**config.mk**
```make
export PLATFORM = sky130hd
export DESIGN_NAME = csq_sequencer
export DESIGN_NICKNAME = d
export VERILOG_FILES = /design/src/design/csq_pkg.sv /design/src/design/csq_sequencer.sv /design/src/design/csq_ea_gen.sv
export SDC_FILE = /design/constraint.sdc
export NUM_CORES = 1
export LEC_CHECK = 0
export ABC_AREA = 1
export BUFFER_PORTS_ARGS = -buffer_cell sky130_fd_sc_hd__buf_2
export CAP_MARGIN = 20
export CORE_ASPECT_RATIO = 1.75
export CORE_MARGIN = 4
export CORE_UTILIZATION = 45
export DETAILED_ROUTE_END_ITERATION = 16
export PLACE_DENSITY_LB_ADDON = 0.3
export SYNTH_ARGS = -nofsm -noshare
export SYNTH_HDL_FRONTEND = slang
export SYNTH_SLANG_ARGS = --single-unit
```
**constraint.sdc**
```tcl
create_clock -name clock_i -period 3.6 [get_ports clock_i]
set_input_delay 0.18 -clock clock_i [delete_from_list [all_inputs] [get_ports clock_i]]
set_output_delay 0.18 -clock clock_i [all_outputs]
set_load 0.005 [all_outputs]
```
**src/design/csq_pkg.sv**
```systemverilog
/*
  Constants and enumerations shared by the core bus cycle sequencer and its
  effective address generator.
  Assumes an 8-bit data path and a 16-bit address space on one bus clock.
*/
package csq_pkg;

  localparam int CSQ_ADDR_W = 16;
  localparam int CSQ_DATA_W = 8;

  // Reset values of the core pointers.
  localparam logic [15:0] CSQ_PC_RESET = 16'h0000;
  localparam logic [15:0] CSQ_SP_RESET = 16'h00ff;
  localparam logic [15:0] CSQ_HX_RESET = 16'h0000;

  // Vectors live in the top page of memory.
  localparam logic [7:0] CSQ_VECTOR_PAGE = 8'hff;
  // Direct addressing reaches the bottom page only.
  localparam logic [7:0] CSQ_DIRECT_PAGE = 8'h00;

  // Field positions inside the 16-bit index pair.
  localparam int CSQ_INDEX_HIGH_MSB = 15;
  localparam int CSQ_INDEX_HIGH_LSB = 8;
  localparam int CSQ_INDEX_LOW_MSB = 7;
  localparam int CSQ_INDEX_LOW_LSB = 0;

  // Bus cycles taken by a free request and by a vector request.
  localparam int CSQ_FREE_CYCLES = 1;
  localparam int CSQ_VECTOR_CYCLES = 2;

  localparam logic [15:0] CSQ_ONE = 16'h0001;

  typedef enum logic [3:0] {
    CYC_FREE = 4'h0,
    CYC_PROGRAM_FETCH = 4'h1,
    CYC_OPERAND_READ = 4'h2,
    CYC_OPERAND_WRITE = 4'h3,
    CYC_STACK_PUSH = 4'h4,
    CYC_STACK_POP = 4'h5,
    CYC_VECTOR_FETCH = 4'h6,
    CYC_RELATIVE_BRANCH = 4'h7,
    CYC_SET_INDEX = 4'h8,
    CYC_SET_STACK = 4'h9
  } csq_cycle_t;

  typedef enum logic [3:0] {
    DIRECT_MODE = 4'h0,
    EXTENDED_MODE = 4'h1,
    INDEXED_MODE = 4'h2,
    INDEXED_BYTE_OFFSET_MODE = 4'h3,
    INDEXED_WORD_OFFSET_MODE = 4'h4,
    INDEXED_POST_INCREMENT_MODE = 4'h5,
    INDEXED_BYTE_OFFSET_POST_INCREMENT_MODE = 4'h6,
    STACK_BYTE_OFFSET_MODE = 4'h7,
    STACK_WORD_OFFSET_MODE = 4'h8
  } csq_mode_t;

  typedef enum logic [1:0] {
    ST_RUN = 2'b00,
    ST_VECTOR_HIGH = 2'b01,
    ST_VECTOR_LOW = 2'b10,
    ST_RELATIVE = 2'b11
  } csq_state_t;

endpackage : csq_pkg

```
**src/design/csq_sequencer.sv**
```systemverilog
/*
  Bus cycle sequencer of an 8-bit core: turns one request per cycle into
  free, fetch, operand, stack and vector cycles on the system bus, and keeps
  the program counter, stack pointer and index pair.
  Assumes memory answers a read in the same cycle the strobe is shown.
*/
// Notes on behaviour
// - A free cycle lasts one bus clock and shows as a read.
// - A program fetch reads the byte after the previously fetched one.
// - Vectors are read from the top page, high byte before low byte.
// - A stack push writes exactly one byte at the stack location.
// - A stack pop reads exactly one byte from the stack location.
// - An operand read moves one byte from memory into the core.
// - An operand write moves one byte from the core to memory.
// - Post-increment modes address from the index, then bump the index.
// - Relative mode fetches one offset byte and adds it to the counter when the branch is taken.
// - Stack modes add a byte or word offset to the stack pointer.
// - Branch targets span a signed byte from the next instruction.
`timescale 1ns/1ps
module csq_sequencer
  import csq_pkg::*;
#(
  parameter int ADDR_W = CSQ_ADDR_W,
  parameter int DATA_W = CSQ_DATA_W
) (
  input wire logic clock_i,
  input wire logic reset_i,
  input wire logic cmd_valid_i,
  input wire csq_cycle_t cmd_cycle_i,
  input wire csq_mode_t cmd_mode_i,
  input wire logic [ADDR_W-1:0] cmd_offset_i,
  input wire logic [DATA_W-1:0] cmd_wdata_i,
  input wire logic [7:0] cmd_vector_i,
  input wire logic cmd_take_i,
  output logic cmd_ready_o,
  output logic [ADDR_W-1:0] bus_addr_o,
  output logic bus_rd_o,
  output logic bus_wr_o,
  output logic [DATA_W-1:0] bus_wdata_o,
  input wire logic [DATA_W-1:0] bus_rdata_i,
  output logic rsp_valid_o,
  output logic [DATA_W-1:0] rsp_data_o,
  output logic [ADDR_W-1:0] pc_o,
  output logic [ADDR_W-1:0] sp_o,
  output logic [ADDR_W-1:0] index_o
);

  csq_state_t state_q;
  logic [ADDR_W-1:0] pc_q;
  logic [ADDR_W-1:0] sp_q;
  logic [7:0] index_high_q;
  logic [7:0] index_low_q;
  logic [7:0] vector_low_q;
  logic [7:0] vector_high_q;
  logic take_q;
  logic data_read_q;
  logic [ADDR_W-1:0] bus_addr_q;
  logic bus_rd_q;
  logic bus_wr_q;
  logic [DATA_W-1:0] bus_wdata_q;
  logic [DATA_W-1:0] rsp_data_q;
  logic rsp_valid_q;
  logic [ADDR_W-1:0] ea;
  logic cmd_fire;
  logic [ADDR_W-1:0] index_pair;
  logic [ADDR_W-1:0] index_next;
  logic [ADDR_W-1:0] branch_target;

  function automatic logic is_post_increment(input csq_mode_t mode);
    is_post_increment = (mode == INDEXED_POST_INCREMENT_MODE) ||
                        (mode == INDEXED_BYTE_OFFSET_POST_INCREMENT_MODE);
  endfunction : is_post_increment

  function automatic logic is_operand(input csq_cycle_t cycle);
    is_operand = (cycle == CYC_OPERAND_READ) || (cycle == CYC_OPERAND_WRITE);
  endfunction : is_operand

  csq_ea_gen #(
    .ADDR_W(ADDR_W)
  ) u_ea_gen (
    .mode_i(cmd_mode_i),
    .index_high_i(index_high_q),
    .index_low_i(index_low_q),
    .stack_i(sp_q),
    .offset_i(cmd_offset_i),
    .addr_o(ea)
  );

  // Requests are refused while a multi-cycle sequence owns the bus.
  assign cmd_ready_o = (state_q == ST_RUN);
  assign cmd_fire = cmd_valid_i && cmd_ready_o;

  assign index_pair = ADDR_W'({index_high_q, index_low_q});
  assign index_next = index_pair + ADDR_W'(CSQ_ONE);

  // The counter already points past the offset byte when the add happens,
  // so the reach is measured from the next instruction.
  assign branch_target = pc_q + ADDR_W'({{(ADDR_W-8){bus_rdata_i[7]}}, bus_rdata_i[7:0]});

  // Sequence control.
  always_ff @(posedge clock_i) begin
    if (reset_i) begin
      state_q <= ST_RUN;
    end else begin
      case (state_q)
        ST_RUN: begin
          if (cmd_fire && cmd_cycle_i == CYC_VECTOR_FETCH) begin
            state_q <= ST_VECTOR_HIGH;
          end else if (cmd_fire && cmd_cycle_i == CYC_RELATIVE_BRANCH) begin
            state_q <= ST_RELATIVE;
          end
        end
        ST_VECTOR_HIGH: begin
          state_q <= ST_VECTOR_LOW;
        end
        ST_VECTOR_LOW: begin
          state_q <= ST_RUN;
        end
        ST_RELATIVE: begin
          state_q <= ST_RUN;
        end
        default: begin
          state_q <= ST_RUN;
        end
      endcase
    end
  end

  // Bus cycle issue: every request becomes exactly one bus cycle, except
  // a vector, which takes two.
  always_ff @(posedge clock_i) begin
    if (reset_i) begin
      bus_addr_q <= '0;
      bus_rd_q <= 1'b0;
      bus_wr_q <= 1'b0;
      bus_wdata_q <= '0;
      data_read_q <= 1'b0;
    end else begin
      bus_rd_q <= 1'b0;
      bus_wr_q <= 1'b0;
      data_read_q <= 1'b0;
      if (state_q == ST_VECTOR_HIGH) begin
        bus_addr_q <= ADDR_W'({CSQ_VECTOR_PAGE, vector_low_q + 8'h01});
        bus_rd_q <= 1'b1;
      end else if (cmd_fire) begin
        case (cmd_cycle_i)
          CYC_FREE, CYC_SET_INDEX, CYC_SET_STACK: begin
            // No data is wanted, but the bus still sees a plain read.
            bus_addr_q <= pc_q;
            bus_rd_q <= 1'b1;
          end
          CYC_PROGRAM_FETCH: begin
            bus_addr_q <= pc_q;
            bus_rd_q <= 1'b1;
            data_read_q <= 1'b1;
          end
          CYC_RELATIVE_BRANCH: begin
            bus_addr_q <= pc_q;
            bus_rd_q <= 1'b1;
          end
          CYC_OPERAND_READ: begin
            bus_addr_q <= ea;
            bus_rd_q <= 1'b1;
            data_read_q <= 1'b1;
          end
          CYC_OPERAND_WRITE: begin
            bus_addr_q <= ea;
            bus_wr_q <= 1'b1;
            bus_wdata_q <= cmd_wdata_i;
          end
          CYC_STACK_PUSH: begin
            bus_addr_q <= sp_q;
            bus_wr_q <= 1'b1;
            bus_wdata_q <= cmd_wdata_i;
          end
          CYC_STACK_POP: begin
            // The pointer rests on the next free byte, so a pop reads one above it.
            bus_addr_q <= sp_q + ADDR_W'(CSQ_ONE);
            bus_rd_q <= 1'b1;
            data_read_q <= 1'b1;
          end
          CYC_VECTOR_FETCH: begin
            bus_addr_q <= ADDR_W'({CSQ_VECTOR_PAGE, cmd_vector_i});
            bus_rd_q <= 1'b1;
          end
          default: begin
            bus_addr_q <= pc_q;
            bus_rd_q <= 1'b1;
          end
        endcase
      end
    end
  end

  // Vector address and captured high byte.
  always_ff @(posedge clock_i) begin
    if (reset_i) begin
      vector_low_q <= 8'h00;
      vector_high_q <= 8'h00;
    end else begin
      if (cmd_fire && cmd_cycle_i == CYC_VECTOR_FETCH) begin
        vector_low_q <= cmd_vector_i;
      end
      if (state_q == ST_VECTOR_HIGH) begin
        vector_high_q <= bus_rdata_i[7:0];
      end
    end
  end

  // Branch decision is held while the offset byte is on the bus.
  always_ff @(posedge clock_i) begin
    if (reset_i) begin
      take_q <= 1'b0;
    end else if (cmd_fire && cmd_cycle_i == CYC_RELATIVE_BRANCH) begin
      take_q <= cmd_take_i;
    end
  end

  // Program counter.
  always_ff @(posedge clock_i) begin
    if (reset_i) begin
      pc_q <= ADDR_W'(CSQ_PC_RESET);
    end else begin
      case (state_q)
        ST_RUN: begin
          if (cmd_fire && (cmd_cycle_i == CYC_PROGRAM_FETCH || cmd_cycle_i == CYC_RELATIVE_BRANCH)) begin
            pc_q <= pc_q + ADDR_W'(CSQ_ONE);
          end
        end
        ST_RELATIVE: begin
          if (take_q) begin
            pc_q <= branch_target;
          end
        end
        ST_VECTOR_LOW: begin
          pc_q <= ADDR_W'({vector_high_q, bus_rdata_i[7:0]});
        end
        default: begin
          pc_q <= pc_q;
        end
      endcase
    end
  end

  // Stack pointer.
  always_ff @(posedge clock_i) begin
    if (reset_i) begin
      sp_q <= ADDR_W'(CSQ_SP_RESET);
    end else if (cmd_fire) begin
      if (cmd_cycle_i == CYC_STACK_PUSH) begin
        sp_q <= sp_q - ADDR_W'(CSQ_ONE);
      end else if (cmd_cycle_i == CYC_STACK_POP) begin
        sp_q <= sp_q + ADDR_W'(CSQ_ONE);
      end else if (cmd_cycle_i == CYC_SET_STACK) begin
        sp_q <= cmd_offset_i;
      end
    end
  end

  // Index pair; the bump lands on the same edge that registers the access address,
  // so the access itself always sees the old index.
  always_ff @(posedge clock_i) begin
    if (reset_i) begin
      index_high_q <= CSQ_HX_RESET[CSQ_INDEX_HIGH_MSB:CSQ_INDEX_HIGH_LSB];
      index_low_q <= CSQ_HX_RESET[CSQ_INDEX_LOW_MSB:CSQ_INDEX_LOW_LSB];
    end else if (cmd_fire) begin
      if (is_operand(cmd_cycle_i) && is_post_increment(cmd_mode_i)) begin
        index_high_q <= index_next[CSQ_INDEX_HIGH_MSB:CSQ_INDEX_HIGH_LSB];
        index_low_q <= index_next[CSQ_INDEX_LOW_MSB:CSQ_INDEX_LOW_LSB];
      end else if (cmd_cycle_i == CYC_SET_INDEX) begin
        index_high_q <= cmd_offset_i[CSQ_INDEX_HIGH_MSB:CSQ_INDEX_HIGH_LSB];
        index_low_q <= cmd_offset_i[CSQ_INDEX_LOW_MSB:CSQ_INDEX_LOW_LSB];
      end
    end
  end

  // Read data returned to the core: one byte per data read cycle.
  always_ff @(posedge clock_i) begin
    if (reset_i) begin
      rsp_valid_q <= 1'b0;
      rsp_data_q <= '0;
    end else begin
      rsp_valid_q <= data_read_q;
      if (data_read_q) begin
        rsp_data_q <= bus_rdata_i;
      end
    end
  end

  assign bus_addr_o = bus_addr_q;
  assign bus_rd_o = bus_rd_q;
  assign bus_wr_o = bus_wr_q;
  assign bus_wdata_o = bus_wdata_q;
  assign rsp_valid_o = rsp_valid_q;
  assign rsp_data_o = rsp_data_q;
  assign pc_o = pc_q;
  assign sp_o = sp_q;
  assign index_o = index_pair;

endmodule : csq_sequencer

```
**src/design/csq_ea_gen.sv**
```systemverilog
/*
  Effective address generator for operand cycles.
  Assumes the caller registers the result before it reaches the bus.
*/
`timescale 1ns/1ps
module csq_ea_gen
  import csq_pkg::*;
#(
  parameter int ADDR_W = CSQ_ADDR_W
) (
  input wire csq_mode_t mode_i,
  input wire logic [7:0] index_high_i,
  input wire logic [7:0] index_low_i,
  input wire logic [ADDR_W-1:0] stack_i,
  input wire logic [ADDR_W-1:0] offset_i,
  output logic [ADDR_W-1:0] addr_o
);

  logic [ADDR_W-1:0] index_base;
  logic [ADDR_W-1:0] byte_offset;

  // The index pair is joined high byte first into one base.
  assign index_base = ADDR_W'({index_high_i, index_low_i});
  // Byte offsets are unsigned and zero extended.
  assign byte_offset = ADDR_W'(offset_i[7:0]);

  always_comb begin
    addr_o = index_base;
    case (mode_i)
      DIRECT_MODE: begin
        addr_o = ADDR_W'({CSQ_DIRECT_PAGE, offset_i[7:0]});
      end
      EXTENDED_MODE: begin
        addr_o = offset_i;
      end
      INDEXED_MODE: begin
        addr_o = index_base;
      end
      INDEXED_BYTE_OFFSET_MODE: begin
        addr_o = index_base + byte_offset;
      end
      INDEXED_WORD_OFFSET_MODE: begin
        addr_o = index_base + offset_i;
      end
      INDEXED_POST_INCREMENT_MODE: begin
        addr_o = index_base;
      end
      INDEXED_BYTE_OFFSET_POST_INCREMENT_MODE: begin
        addr_o = index_base + byte_offset;
      end
      STACK_BYTE_OFFSET_MODE: begin
        addr_o = stack_i + byte_offset;
      end
      STACK_WORD_OFFSET_MODE: begin
        addr_o = stack_i + offset_i;
      end
      default: begin
        addr_o = index_base;
      end
    endcase
  end

endmodule : csq_ea_gen

```
# Word-level counts from Yosys, hierarchy flattened
# Cells that the tools add are included.
[word_totals]
register_bits = 103
latch_bits = 0
ramBits = 0
mem_bits_ro = 0
memories = 0
[op_classes]
addsub = 10
multipliers = 0
n_div = 0
order_cmp = 0
n_eq_ne = 22
n_shift = 0
mux = 22
bitwise = 2
reduce_logical = 24
[ops]
columns = ["op", "count"]
rows = [
  ["$mux 16", 7],
  ["$pmux 16 s6", 1],
  ["$pmux 16 s4", 1],
  ["$add 16x1->16 const B", 3],
  ["$add 16x16->16", 3],
  ["$pmux 16 s3", 1],
  ["$add 16x8->16", 2],
  ["$eq 4x3->1 const B", 8],
  ["$mux 8", 4],
  ["$sub 16x1->16 const B", 1],
  ["$eq 4x2->1 const B", 3],
  ["$eq 4x4->1 const B", 3],
  ["$add 8x1->8 const B", 1],
  ["$eq 4x1->1 const B", 2],
  ["$reduce_or 2->1", 4],
  ["$pmux 2 s3", 1],
  ["$reduce_and 3->1", 2],
  ["$reduce_bool 3->1", 2],
  ["$reduce_or 3->1", 2],
  ["$logic_and 1x1->1", 5],
  ["$mux 1", 5],
  ["$eq 2x2->1 const B", 2],
  ["$logic_not 4->1", 1],
  ["$mux 2", 2],
  ["9 further kinds", 14],
]

# Longest topological paths before layout
# Gate-level depths: netlist of run 1.
[depth]
ltp_word = 6
ltp_mapped = 24
depth_no_buf = 23

# Modules after synthesis
# A second synthesis of run 1 with hierarchy kept.
[hier_totals]
hier_cells = 1488
area_unflattened_um2 = 8823.5
[modules_own_cells]
columns = ["module", "instances", "cells_each", "area_each_um2", "seq_area_each_um2"]
rows = [
  ["csq_sequencer", 1, 991, 6418.7, 2062.0],
  ["csq_ea_gen", 1, 497, 2404.8, 0.0],
]

# Worst setup path after synthesis of run 1
# Ideal clock, no wire load.
[synth_path]
path_kind = "input to register"
startpoint = "input cmd_mode_i[2]"
endpoint = "register bus_addr_q[14] (netlist: bus_addr_o[14])"
setup_time_ns = 0.109
t_arrival_ns = 2.506
t_required_ns = 3.491
path_slack_ns = 0.985
cell_stages = 23
cell_sequence = "inv_2 nor2_4 nand2_4 buf_6 clkbuf_1 o21ai_0 ha_1 inv_1 fa_1 nor2_1 nand2_1 nand2_1 nand2_1 nand2_1 nand3_1 inv_2 nand3_1 nand3_1 nand3_1 nand2_1 nand3_1 nand2_1 inv_1"
[synth_via]
elab_chain_len = 6
word_cells_on_any_way = 12
[synth_rtl]
columns = ["item", "line_no", "text"]
rows = [
  ["start: declaration", "csq_sequencer.sv:30", "input wire csq_mode_t cmd_mode_i,"],
  ["$eq 4x3->1 or $eq 4x2->1 (tied branches)", "csq_ea_gen.sv:29", "case (mode_i)"],
  ["$reduce_or 2->1 (no line)", "n/a", ""],
  ["$pmux 16 s6 *", "csq_ea_gen.sv:29", ""],
  ["$pmux 16 s4 *", "csq_sequencer.sv:146", "case (cmd_cycle_i)"],
  ["$mux 16 *", "csq_sequencer.sv:145", "end else if (cmd_fire) begin"],
  ["$mux 16 *", "csq_sequencer.sv:142", "if (state_q == ST_VECTOR_HIGH) begin"],
  ["end signal: assignment", "csq_sequencer.sv:143", "bus_addr_q <= ADDR_W'({CSQ_VECTOR_PAGE, vector_low_q + 8'h01});"],
  ["end signal: assignment", "csq_sequencer.sv:149", "bus_addr_q <= pc_q;"],
  ["end signal: assignment", "csq_sequencer.sv:153", "bus_addr_q <= pc_q;"],
  ["end: declaration", "csq_sequencer.sv:57", "logic [ADDR_W-1:0] bus_addr_q;"],
]
# Mark *: on every way between the ends. The rest lies on a longest branch, timed or not. The select of a mux whose other input is x is not followed.
# A chain may end at the register's enable or synchronous reset.

# Worst setup path in the final report of run 1
[layout_path]
startpoint = "register sp_q[0] (netlist: sp_o[0])"
endpoint = "register bus_addr_q[14] (netlist: bus_addr_o[14])"
[layout_via]
elab_chain_len = 5
word_cells_on_any_way = 7
[layout_rtl]
columns = ["item", "line_no", "text"]
rows = [
  ["start: declaration", "csq_sequencer.sv:50", "logic [ADDR_W-1:0] sp_q;"],
  ["start signal: assignment", "csq_sequencer.sv:248", "sp_q <= ADDR_W'(CSQ_SP_RESET);"],
  ["start signal: assignment", "csq_sequencer.sv:251", "sp_q <= sp_q - ADDR_W'(CSQ_ONE);"],
  ["start signal: assignment", "csq_sequencer.sv:253", "sp_q <= sp_q + ADDR_W'(CSQ_ONE);"],
  ["$add 16x16->16 or $add 16x8->16 (tied branches)", "csq_ea_gen.sv:55, csq_ea_gen.sv:52", ""],
  ["$pmux 16 s6", "csq_ea_gen.sv:29", ""],
  ["$pmux 16 s4 *", "csq_sequencer.sv:146", ""],
  ["$mux 16 *", "csq_sequencer.sv:145", ""],
  ["$mux 16 *", "csq_sequencer.sv:142", ""],
]
# Marks and branches as above.

==> metrics.md, run 1 <==
| Metric | Value |
|---|---|
| Status | finished clean |
| Die Y | 192.1 um |
| Final Critical Period | 2.965 ns |
| Number of global-route vias before repair | 10060 |
| Final Max Slew Viols | 0 |
| Min-Delay Path Depth | 3 |
| CP Capture Type | register |
| Inst Count DP | 1759 |
| CP Max Fanout | 9 |
| Crit path kind | reg -> reg |
| Post-synthesis sequential area ratio | 23.67% |
| R2R Setup Slk | 0.64 ns |
| Gpl congestion | 0.9742 |
| VDD IR-drop max | 0.0002855 V |
| Final Skew | 0.01361 ns |
| PwrDens | 306.7 nW/um^2 |
| Worst slew pin tran | 0.7398 ns |
| Num ports | 136 |
| R2R Path Start | sp_o[0] |
| Sink Count | 103 |
| Maximum clock path buffer count | 2 |
| Hold Path Class | in -> reg |
| Drt first-iter violations | 702 |
| Hold EP | bus_wdata_o[7] |
| Mean Syn Cell Area | 6.139 um^2 |
| Post-DRT Antenna Nets | 0 |
| # H-tree levels | 3 |
| Vias per cell | 5.770 |
| Post-synth top flop | dfxtp_1 |
| # fillers | 2029 |
| Gate Count Post-Synth | 1419 |
| Cts bufs inserted | 9 |
| Post-Route Setup TNS | 0 ns |
| Commonest non-fill, non-tap cell in the layout | nand2_1 |
| Post-Syn Nets | 1521 |
| Post-Syn Area | 8711 um^2 |
| CTS tree | yes |
| Final Hold Vio Count | 0 |
| Setup Fix Bufs, Post-CTS | 0 |
| Core Rows | 67 |
| #FFs+latches synth | 103 |
| First-pass GRT wire length | 51760 um |
| DP Wirelength | 25890 um |
| Initial antenna violation count | 0 |
| Worst Reg2Reg Path Length in Cells | 20 |
| Worst-path clk slew | 0.08 ns |
| DR WL/cell | 18.45 um |
| Port Buffers | 135 |
| Most frequent cells in the layout | 321 x nand2_1, 161 x inv_1, 152 x o21ai_0 |
| Leakage | 0.004739 uW |
| Grt total ovfl | 0 |
| Pin count of the biggest net entering global routing | 33 |
| # resized after CTS | 0 |
| Total wire length | 32740 um |
| Fin nets | 1631 |
| Die area | 21740 um^2 |
| Synth warn | 0 |
| Hold Buf Count CTS | 0 |
| RSZ-0062 raised after global routing | false |
| Post-layout util | 51.71% |
| Final Hold Slack | 0.09532 ns |
| Asr flop ratio synth | 0% |
| Initial core utilization | 45.57% |
| Max-cap violations | 0 |
| Fraction of layout cells with a size suffix above 1 | 14.41% |
| DRT Pass-1 Iters | 6 |
| Tot GR Track Use | 30.00% |
| EDFF count, synth | 0 |
| Core ar. | 19110 um^2 |
| Final Non-Filler Cells | 1775 |
| Syn-to-layout area delta | 13.46% |
| Clock root cell | clkbuf_16 |
| Worst Hold Launch | cmd_wdata_i[7] |
| Worst Path Arrival | 3.24 ns |
| Vias | 10242 |
| Fmax | 337.3 MHz |
| Final period util | 82.36% |
| Req. time, crit path | 3.87 ns |
| Clock latency on the worst-skew pair | 0.37 ns |
| Antenna diodes | 0 |
| Chip Width | 113.2 um |
| Slew Limit Headroom | 50.50% |
| R2r endpoint | bus_addr_o[14] |
| Residual DRC count | 0 |
| Critical path startpoint category | register |
| Synth cell types | 54 |
| Final Setup Violations | 0 |
==> synthesized netlist by cell type (3+ instances only) <==
library cell	n	area share, %
a211oi_1	8	0.69
a21oi_1	150	8.6
a221oi_1	5	0.50
a31oi_1	10	0.72
buf_2	16	0.92
buf_6	3	0.39
clkbuf_1	29	1.2
clkinv_1	6	0.26
dfxtp_1	103	24
fa_1	3	0.69
ha_1	47	6.8
inv_1	162	7.0
inv_2	16	0.69
nand2_1	321	14
nand2_2	4	0.29
nand3_1	103	5.9
nand3_2	3	0.34
nand3b_1	12	1.0
nand4_1	12	0.86
nor2_1	108	4.7
nor2_2	12	0.86
nor3_1	16	0.92
nor4_1	3	0.22
o211ai_1	20	1.7
o21a_1	9	0.78
o21ai_0	152	8.7
o21ai_1	15	0.86
o221ai_1	3	0.30
o22ai_1	10	0.72
or2_2	6	0.43
xnor2_1	4	0.40
xor2_1	15	1.5
==> final cells by class <==
| class | count | area [um^2] | share of cell area [%] |
|---|---|---|---|
| multi-input combinational | 1080 | 5714 | 57.82 |
| clock buffer | 9 | 225.2 | 2.279 |
| sequential | 103 | 2062 | 20.86 |
| inverter | 185 | 696.9 | 7.052 |
| timing repair buffer | 150 | 788.3 | 7.976 |
| clock inverter | 7 | 95.09 | 0.9621 |
| tap | 241 | 301.5 | 3.051 |
==> metrics by stage <==
step	total power, uW	instance area (um^2)	worst slack (ns)
after floorplan	1693	8711	0.9855
after global placement	1939	9563	0.4959
after detailed placement	1943	9563	0.4237
after CTS	3033	9883	0.6546
after global routing	3159	9883	0.3576
final	3031	9883	0.6352
==> worst max path at each step <==
stage / startpoint / endpoint
2_1_floorplan: cmd_mode_i[2] / bus_addr_o[14]
3_3_place_gp: cmd_mode_i[1] / bus_addr_o[14]
3_5_place_dp: cmd_mode_i[1] / bus_addr_o[14]
4_1_cts: sp_o[0] / bus_addr_o[10]
5_1_grt: sp_o[0] / bus_addr_o[14]
6_report: sp_o[0] / bus_addr_o[14]
==> worst max-delay path, stage by stage, from the launching register on <==
cell,delay (ns)
dfxtp_1,0.31
buf_4,0.16
inv_1,0.16
o21ai_0,0.20
ha_1,0.20
inv_1,0.06
fa_1,0.37
nor2_1,0.20
nand2_1,0.07
nand2_1,0.17
nand2_1,0.12
nand2_1,0.11
nand3_1,0.15
inv_2,0.12
nand3_1,0.07
nand3_1,0.09
nand3_1,0.08
nand2_1,0.07
nand3_1,0.06
nand2_1,0.06
inv_1,0.03
==> cell families after synthesis <==
group | synth area share (%)
AO/OA/AOI/OAI | 25.77
AND/OR/NAND/NOR | 30.48
buffers and inverters | 10.73
adder cells (fa/ha/maj) | 7.440
flip-flops | 23.67
XOR/XNOR | 1.910
==> metal layers <==
layer	share of wire, %	track usage [%]
met5	0	0
met2	53	56.89
met3	5.9	3.405
met1	35	30.93
met4	6.0	18.14
==> sequential cells by signal (all words and copies together) (netlist names) <==
signal / flops
bus_addr_o: 16
vector_low_q: 8
take_q: 1
bus_wdata_o: 8
rsp_data_o: 8
state_q: 2
bus_wr_o: 1
bus_rd_o: 1
index_high_q: 8
index_low_q: 8
rsp_valid_o: 1
vector_high_q: 8
data_read_q: 1
sp_o: 16
pc_o: 16
==> report_power, final <==
group          total (uW)  leakage (uW)  internal [uW]  switching [uW]
clock network        1100      0.000156            613             489
registers            1250      0.000838           1190            58.4
logic                 682       0.00374            236             445
(Power assumes the default switching activity.)
==> run 2: changes to the inputs <==
Clock period 3.6 ns to 2.57 ns, I/O delays scaled along.
==> metrics.md, run 2 (same netlist as run 1, synthesis figures left out) <==
| Metric | Value |
|---|---|
| R2r endpoint | pc_o[12] |
| Leakage | 0.005104 uW (+7.7%) |
| Commonest non-fill, non-tap cell in the layout | nand2_1 |
| Final Critical Period | 2.365 ns (-0.6002 ns) |
| Drt first-iter violations | 724 (+3.1%) |
| Multi-input gate area | 5799 um^2 (+1.5%) |
| Final Skew | 0.01381 ns (+0.0001963 ns) |
| DP Wirelength | 26190 um (+1.1%) |
| Most frequent cells in the layout | 314 x nand2_1, 157 x inv_1, 150 x a21oi_1 |
| Final Non-Filler Cells | 1852 (+4.3%) |
| Critical path startpoint category | register |
| Reg area | 2066 um^2 (+0.18%) |
| First-pass GRT wire length | 51190 um (-1.1%) |
| Post-Route Setup TNS | 0 ns (unchanged) |
| VDD IR-drop max | 0.0003583 V (+25%) |
| M1 GR Usage | 30.41% (-0.52 points) |
| Grt peak-use layer | met2 |
| Critical Path Max Stage Delay | 0.35 ns (-0.02 ns) |
| Final Hold Vio Count | 0 (unchanged) |
| Req. time, crit path | 2.80 ns (-1.07 ns) |
| Num ports | 136 (unchanged) |
| R2R Setup Slk | 0.21 ns (-0.43 ns) |
| Residual DRC count | 0 (unchanged) |
| Number of global-route vias before repair | 10246 (+1.8%) |
| Worst Path Arrival | 2.59 ns (-0.65 ns) |
| RSZ-0062 raised after global routing | true |
| Total wire length | 32720 um (about the same) |
| Core Rows | 67 (unchanged) |
| Pin count of the biggest net entering global routing | 46 (+39%) |
| Vias | 10535 (+2.9%) |
| Final Hold Slack | 0.04768 ns (-0.04764 ns) |
| CP top delay family | simple AND/OR/NAND/NOR gates |
| Vias per cell | 5.688 (-1.4%) |
| Cts bufs inserted | 9 (unchanged) |
| CTS tree | yes |
| Clock root cell | clkbuf_16 |
| Tot GR Track Use | 29.47% (-0.53 points) |
| Worst path bufs/invs | 3 (-2) |
| Total design power | 4150 uW (+37%) |
| Grt total ovfl | 0 (unchanged) |
| Sink Count | 103 (unchanged) |
| Maximum clock path buffer count | 2 (unchanged) |
| Initial core utilization | 45.57% (unchanged) |
| Slew Limit Headroom | 59.03% (+8.5 points) |
| Crit path cell chain | nand2_2 -> inv_2 -> nand2_1 -> ha_1 -> inv_1 -> fa_2 -> nand3b_1 -> nand2_1 -> buf_4 -> nand4_1 -> nand4_1 -> nand3_1 -> o211ai_1 -> a21oi_1 |
| Final Setup Violations | 0 (unchanged) |
| Syn-to-layout area delta | 20.80% |
| Grt met2 use | 55.71% (-1.2 points) |
| Initial antenna violation count | 0 (unchanged) |
| Inst Count DP | 1835 (+4.3%) |
| Worst slew pin tran | 0.6090 ns (-0.1308 ns) |
| # fillers | 1970 (-2.9%) |
| DR WL/cell | 17.67 um (-4.2%) |
| CP Capture Type | register |
| Worst-path clk slew | 0.07 ns (about the same) |
| Antenna diodes | 0 (unchanged) |
| CP startpoint | state_q[1] |
| PwrDens | 394.3 nW/um^2 (+29%) |
| Core ar. | 19110 um^2 (unchanged) |
| R2R Path Start | state_q[1] |
| CP max-delay cell | fa_2 |
| Fin nets | 1708 (+4.7%) |
| Port Buffers | 135 (unchanged) |
| Gpl congestion | 0.9694 (-0.49%) |
| Crit path to | pc_o[12] |
| Final period util | 92.01% (+9.7 points) |
| CP Max Fanout | 4 (-5) |
| Max-cap violations | 0 (unchanged) |
| Hold Buf Count CTS | 0 (unchanged) |
| Die area | 21740 um^2 (unchanged) |
| Worst Reg2Reg Path Length in Cells | 14 (-30%) |
| Clock latency on the worst-skew pair | 0.37 ns (about the same) |
| Fmax | 422.9 MHz (+25%) |
| Status | finished clean |
| Crit path depth | 14 (-30%) |
| Hold Path Class | in -> reg |
| Post-DRT Antenna Nets | 0 (unchanged) |
| # H-tree levels | 3 (unchanged) |
| Met3 usage | 3.279% (-0.13 points) |
| Chip Width | 113.2 um (unchanged) |
| Die Y | 192.1 um (unchanged) |
| DRT Pass-1 Iters | 6 (unchanged) |
| Fraction of layout cells with a size suffix above 1 | 20.48% (+6.1 points) |
| Final Max Slew Viols | 0 (unchanged) |
| Crit path kind | reg -> reg |
==> run 2: cell count changes in the layout (fill, tap and decap cells not counted), sizes merged <==
cell,delta
clkinv,+2
buf,+77
clkbuf,+1
clkinvlp,+1
inv,-2
bufinv,-2
==> run 2: layer usage <==
layer	wire, um	vias to the layer above
li1	-	5144
met1	11510	4791
met2	17470	474
met3	1857	126
met4	1878	0
met5	0	-
==> run 2: power breakdown <==
group | switching (uW) | leakage, uW | total [uW] | internal, uW
sequential | 61.3 | 0.000839 | 1730 | 1670
combinational | 664 | 0.00413 | 1070 | 402
clock | 668 | 0.000135 | 1360 | 688
==> run 2: cell type report <==
| class | count | share of cell area, % |
|---|---|---|
| Timing Repair Buffer | 227 | 13.06 |
| Clock inverter | 6 | 0.4400 |
| Inverter | 185 | 6.623 |
| Tap cell | 241 | 2.866 |
| Sequential cell | 103 | 19.63 |
| Clock buffer | 10 | 2.271 |
| Multi-Input combinational cell | 1080 | 55.11 |
==> run 2: tightest hold or removal path: stages <==
cell,delay [ns]
buf_2,0.07
o21ai_0,0.07
a21oi_1,0.10
==> run 2: worst min path at each step <==
stage / to / cells after the start / startpoint
5_1_grt: bus_wdata_o[1] / 3 / cmd_wdata_i[1]
6_report: bus_wdata_o[2] / 3 / cmd_wdata_i[2]
2_1_floorplan: rsp_data_o[7] / 2 / bus_rdata_i[7]
3_3_place_gp: bus_wdata_o[7] / 3 / cmd_wdata_i[7]
4_1_cts: bus_wdata_o[2] / 3 / cmd_wdata_i[2]
3_5_place_dp: bus_wdata_o[2] / 3 / cmd_wdata_i[2]
==> run 2: repair_timing <==
action | in CTS | in global routing
gates resized for setup | 2 | 42
buffers inserted | 0 | 1
pin swaps | 0 | 4
endpoints found under the setup margin | 3 | 15
==> run 2: per-stage QoR <==
stage	cell area (um^2)	setup WS (ns)	utilization (%)
after floorplan	8711	0.006977	-
after global placement	10130	-0.1616	53.02
after detailed placement	10130	-0.2514	53.02
after CTS	10430	0.01209	54.55
after global routing	10520	-0.02016	55.05
final	10520	0.2054	55.05
==> run 3: changes to the inputs <==
Settings changed: CORE_UTILIZATION 45 to 31.
==> metrics.md, run 3 (same netlist as run 1, synthesis figures left out) <==
| Metric | Value |
|---|---|
| CTS tree | yes |
| VDD IR-drop max | 0.0003733 V (+4.2%) |
| Gpl congestion | 0.9141 (-5.7%) |
| Final Hold Vio Count | 0 (unchanged) |
| Final Critical Period | 2.385 ns (+0.02024 ns) |
| DR WL/cell | 18.26 um (+3.4%) |
| Post-Route Setup TNS | 0 ns (unchanged) |
| Antenna diodes | 0 (unchanged) |
| Crit path kind | reg -> reg |
| Hold Path Class | in -> reg |
| Most frequent cells in the layout | 315 x nand2_1, 157 x inv_1, 147 x a21oi_1 |
| Worst-path clk slew | 0.08 ns (about the same) |
| Die Y | 229.8 um (+20%) |
| Final WS setup | 0.1852 ns (-0.02024 ns) |
| # fillers | 2998 (+52%) |
| Vias | 10473 (-0.59%) |
| CP Max Fanout | 4 (unchanged) |
| Tot GR Track Use | 23.25% (-6.2 points) |
| PwrDens | 402.0 nW/um^2 (+1.9%) |
| Slew Limit Headroom | 54.91% (-4.1 points) |
| DP Wirelength | 29220 um (+12%) |
| Post-DRT Antenna Nets | 0 (unchanged) |
| Commonest non-fill, non-tap cell in the layout | nand2_1 |
| # H-tree levels | 3 (unchanged) |
| Met3 WL | 1794 um (-3.4%) |
| Chip Width | 134.7 um (+19%) |
| Number of global-route vias before repair | 10621 (+3.7%) |
| Clock root cell | clkbuf_16 |
| Final Max Slew Viols | 0 (unchanged) |
| Initial antenna violation count | 2 (+2) |
| Pin count of the biggest net entering global routing | 31 (-33%) |
| Post-DP Area | 10400 um^2 (+2.6%) |
| Die area | 30950 um^2 (+42%) |
| Fin nets | 1722 (+0.82%) |
| Vias per cell | 5.252 (-7.7%) |
| Cts bufs inserted | 9 (unchanged) |
| Top routing layer used | met5 |
| Worst slew pin tran | 0.6712 ns (+0.06219 ns) |
| Grt total ovfl | 0 (unchanged) |
| Core ar. | 27530 um^2 (+44%) |
| Status | finished clean |
| Drt first-iter violations | 700 (-3.3%) |
| CP Capture Type | register |
| Initial core utilization | 31.65% (-14 points) |
| Residual DRC count | 0 (unchanged) |
| Maximum clock path buffer count | 2 (unchanged) |
| Pre-CTS setup slack | -0.1994 ns (+0.05202 ns) |
| Met2 WL | 18950 um (+8.5%) |
| RSZ-0062 raised after global routing | true |
| Req. time, crit path | 2.87 ns (+0.07 ns) |
| Met1 WL | 13290 um (+15%) |
| Port Buffers | 135 (unchanged) |
| Worst Path Arrival | 2.69 ns (+0.10 ns) |
| Critical path startpoint category | register |
| Sink Count | 103 (unchanged) |
| DRT Pass-1 Iters | 5 (-1) |
| Post-route cell area | 10800 um^2 (+2.6%) |
| First-pass GRT wire length | 56380 um (+10%) |
| Clock latency on the worst-skew pair | 0.38 ns (about the same) |
| Post-layout util | 39.22% (-16 points) |
| Leakage | 0.005197 uW (+1.8%) |
| Syn-to-layout area delta | 23.93% |
| Total wire length | 36420 um (+11%) |
| Max-cap violations | 0 (unchanged) |
| Final period util | 92.80% (+0.79 points) |
| Hold Buf Count CTS | 0 (unchanged) |
| Final Setup Violations | 0 (unchanged) |
| Fmax | 419.3 MHz (-0.85%) |
| Final Skew | 0.01603 ns (+0.002225 ns) |
| Fraction of layout cells with a size suffix above 1 | 21.05% (+0.56 points) |
| Num ports | 136 (unchanged) |
| Core Rows | 80 (+19%) |
==> run 3: changes by cell type in the layout (fill, tap and decap cells not counted), sizes merged <==
cell,change
clkinv,-3
clkinvlp,-2
bufinv,+1
inv,+4
buf,+14
==> run 3: worst paths after layout <==
check                 start             end  slack, ns  cells after the start
min reg2reg  bus_wdata_o[6]  bus_wdata_o[6]       0.44                      2
max              state_q[0]         pc_o[8]       0.19                     15
max reg2reg      state_q[0]         pc_o[8]       0.19                     15
min          cmd_wdata_i[2]  bus_wdata_o[2]       0.04                      3
==> run 3: stage by stage <==
stage / std cells / power [uW] / hold slack (ns)
floorplan: 1419 / 2372 / 0.2634
global placement: 1977 / 2831 / 0.4072
detailed placement: 1977 / 2834 / 0.4208
CTS: 1993 / 4363 / 0.02815
global route: 1994 / 4555 / 0.06793
finish: 1994 / 4339 / 0.03753
==> run 3: cell type report <==
type | count | area [um^2] | area share (%)
Clock inverter | 6 | 76.32 | 0.7070
Multi-Input combinational cell | 1080 | 5789 | 53.63
Sequential cell | 103 | 2067 | 19.15
Timing Repair Buffer | 241 | 1475 | 13.66
Tap cell | 369 | 461.7 | 4.277
Clock buffer | 10 | 229.0 | 2.121
Inverter | 185 | 696.9 | 6.456
==> run 3: critical path, stage by stage, from the launching register on <==
cell,delay [ns]
dfxtp_1,0.36
nand2_2,0.09
inv_1,0.16
nand2_1,0.11
ha_1,0.21
inv_1,0.08
fa_2,0.21
nand3b_1,0.11
nand2_1,0.10
a21boi_1,0.18
o21ai_1,0.12
buf_4,0.15
buf_4,0.12
a21oi_1,0.10
o21ai_0,0.09
a21oi_1,0.13
==> run 3: power breakdown <==
| part | leakage, uW | internal (uW) | switching [uW] | total, uW |
|---|---|---|---|---|
| combinational | 0.00421 | 409 | 682 | 1090 |
| sequential | 0.000839 | 1670 | 64.8 | 1730 |
| clock | 0.000150 | 776 | 741 | 1520 |
| total | 0.00520 | 2850 | 1490 | 4340 |
==> run 3: per-layer routing <==
layer / global-route usage [%] / up-vias
li1: - / 5176
met1: 23.99 / 4788
met2: 43.12 / 374
met3: 2.997 / 131
met4: 15.13 / 4
met5: 0 / -
==> run 3: timing repair <==
item                       CTS  global route
setup buffers                0             1
pin swaps                    0             5
gates resized for setup      1            40
setup endpoints to repair    1            15
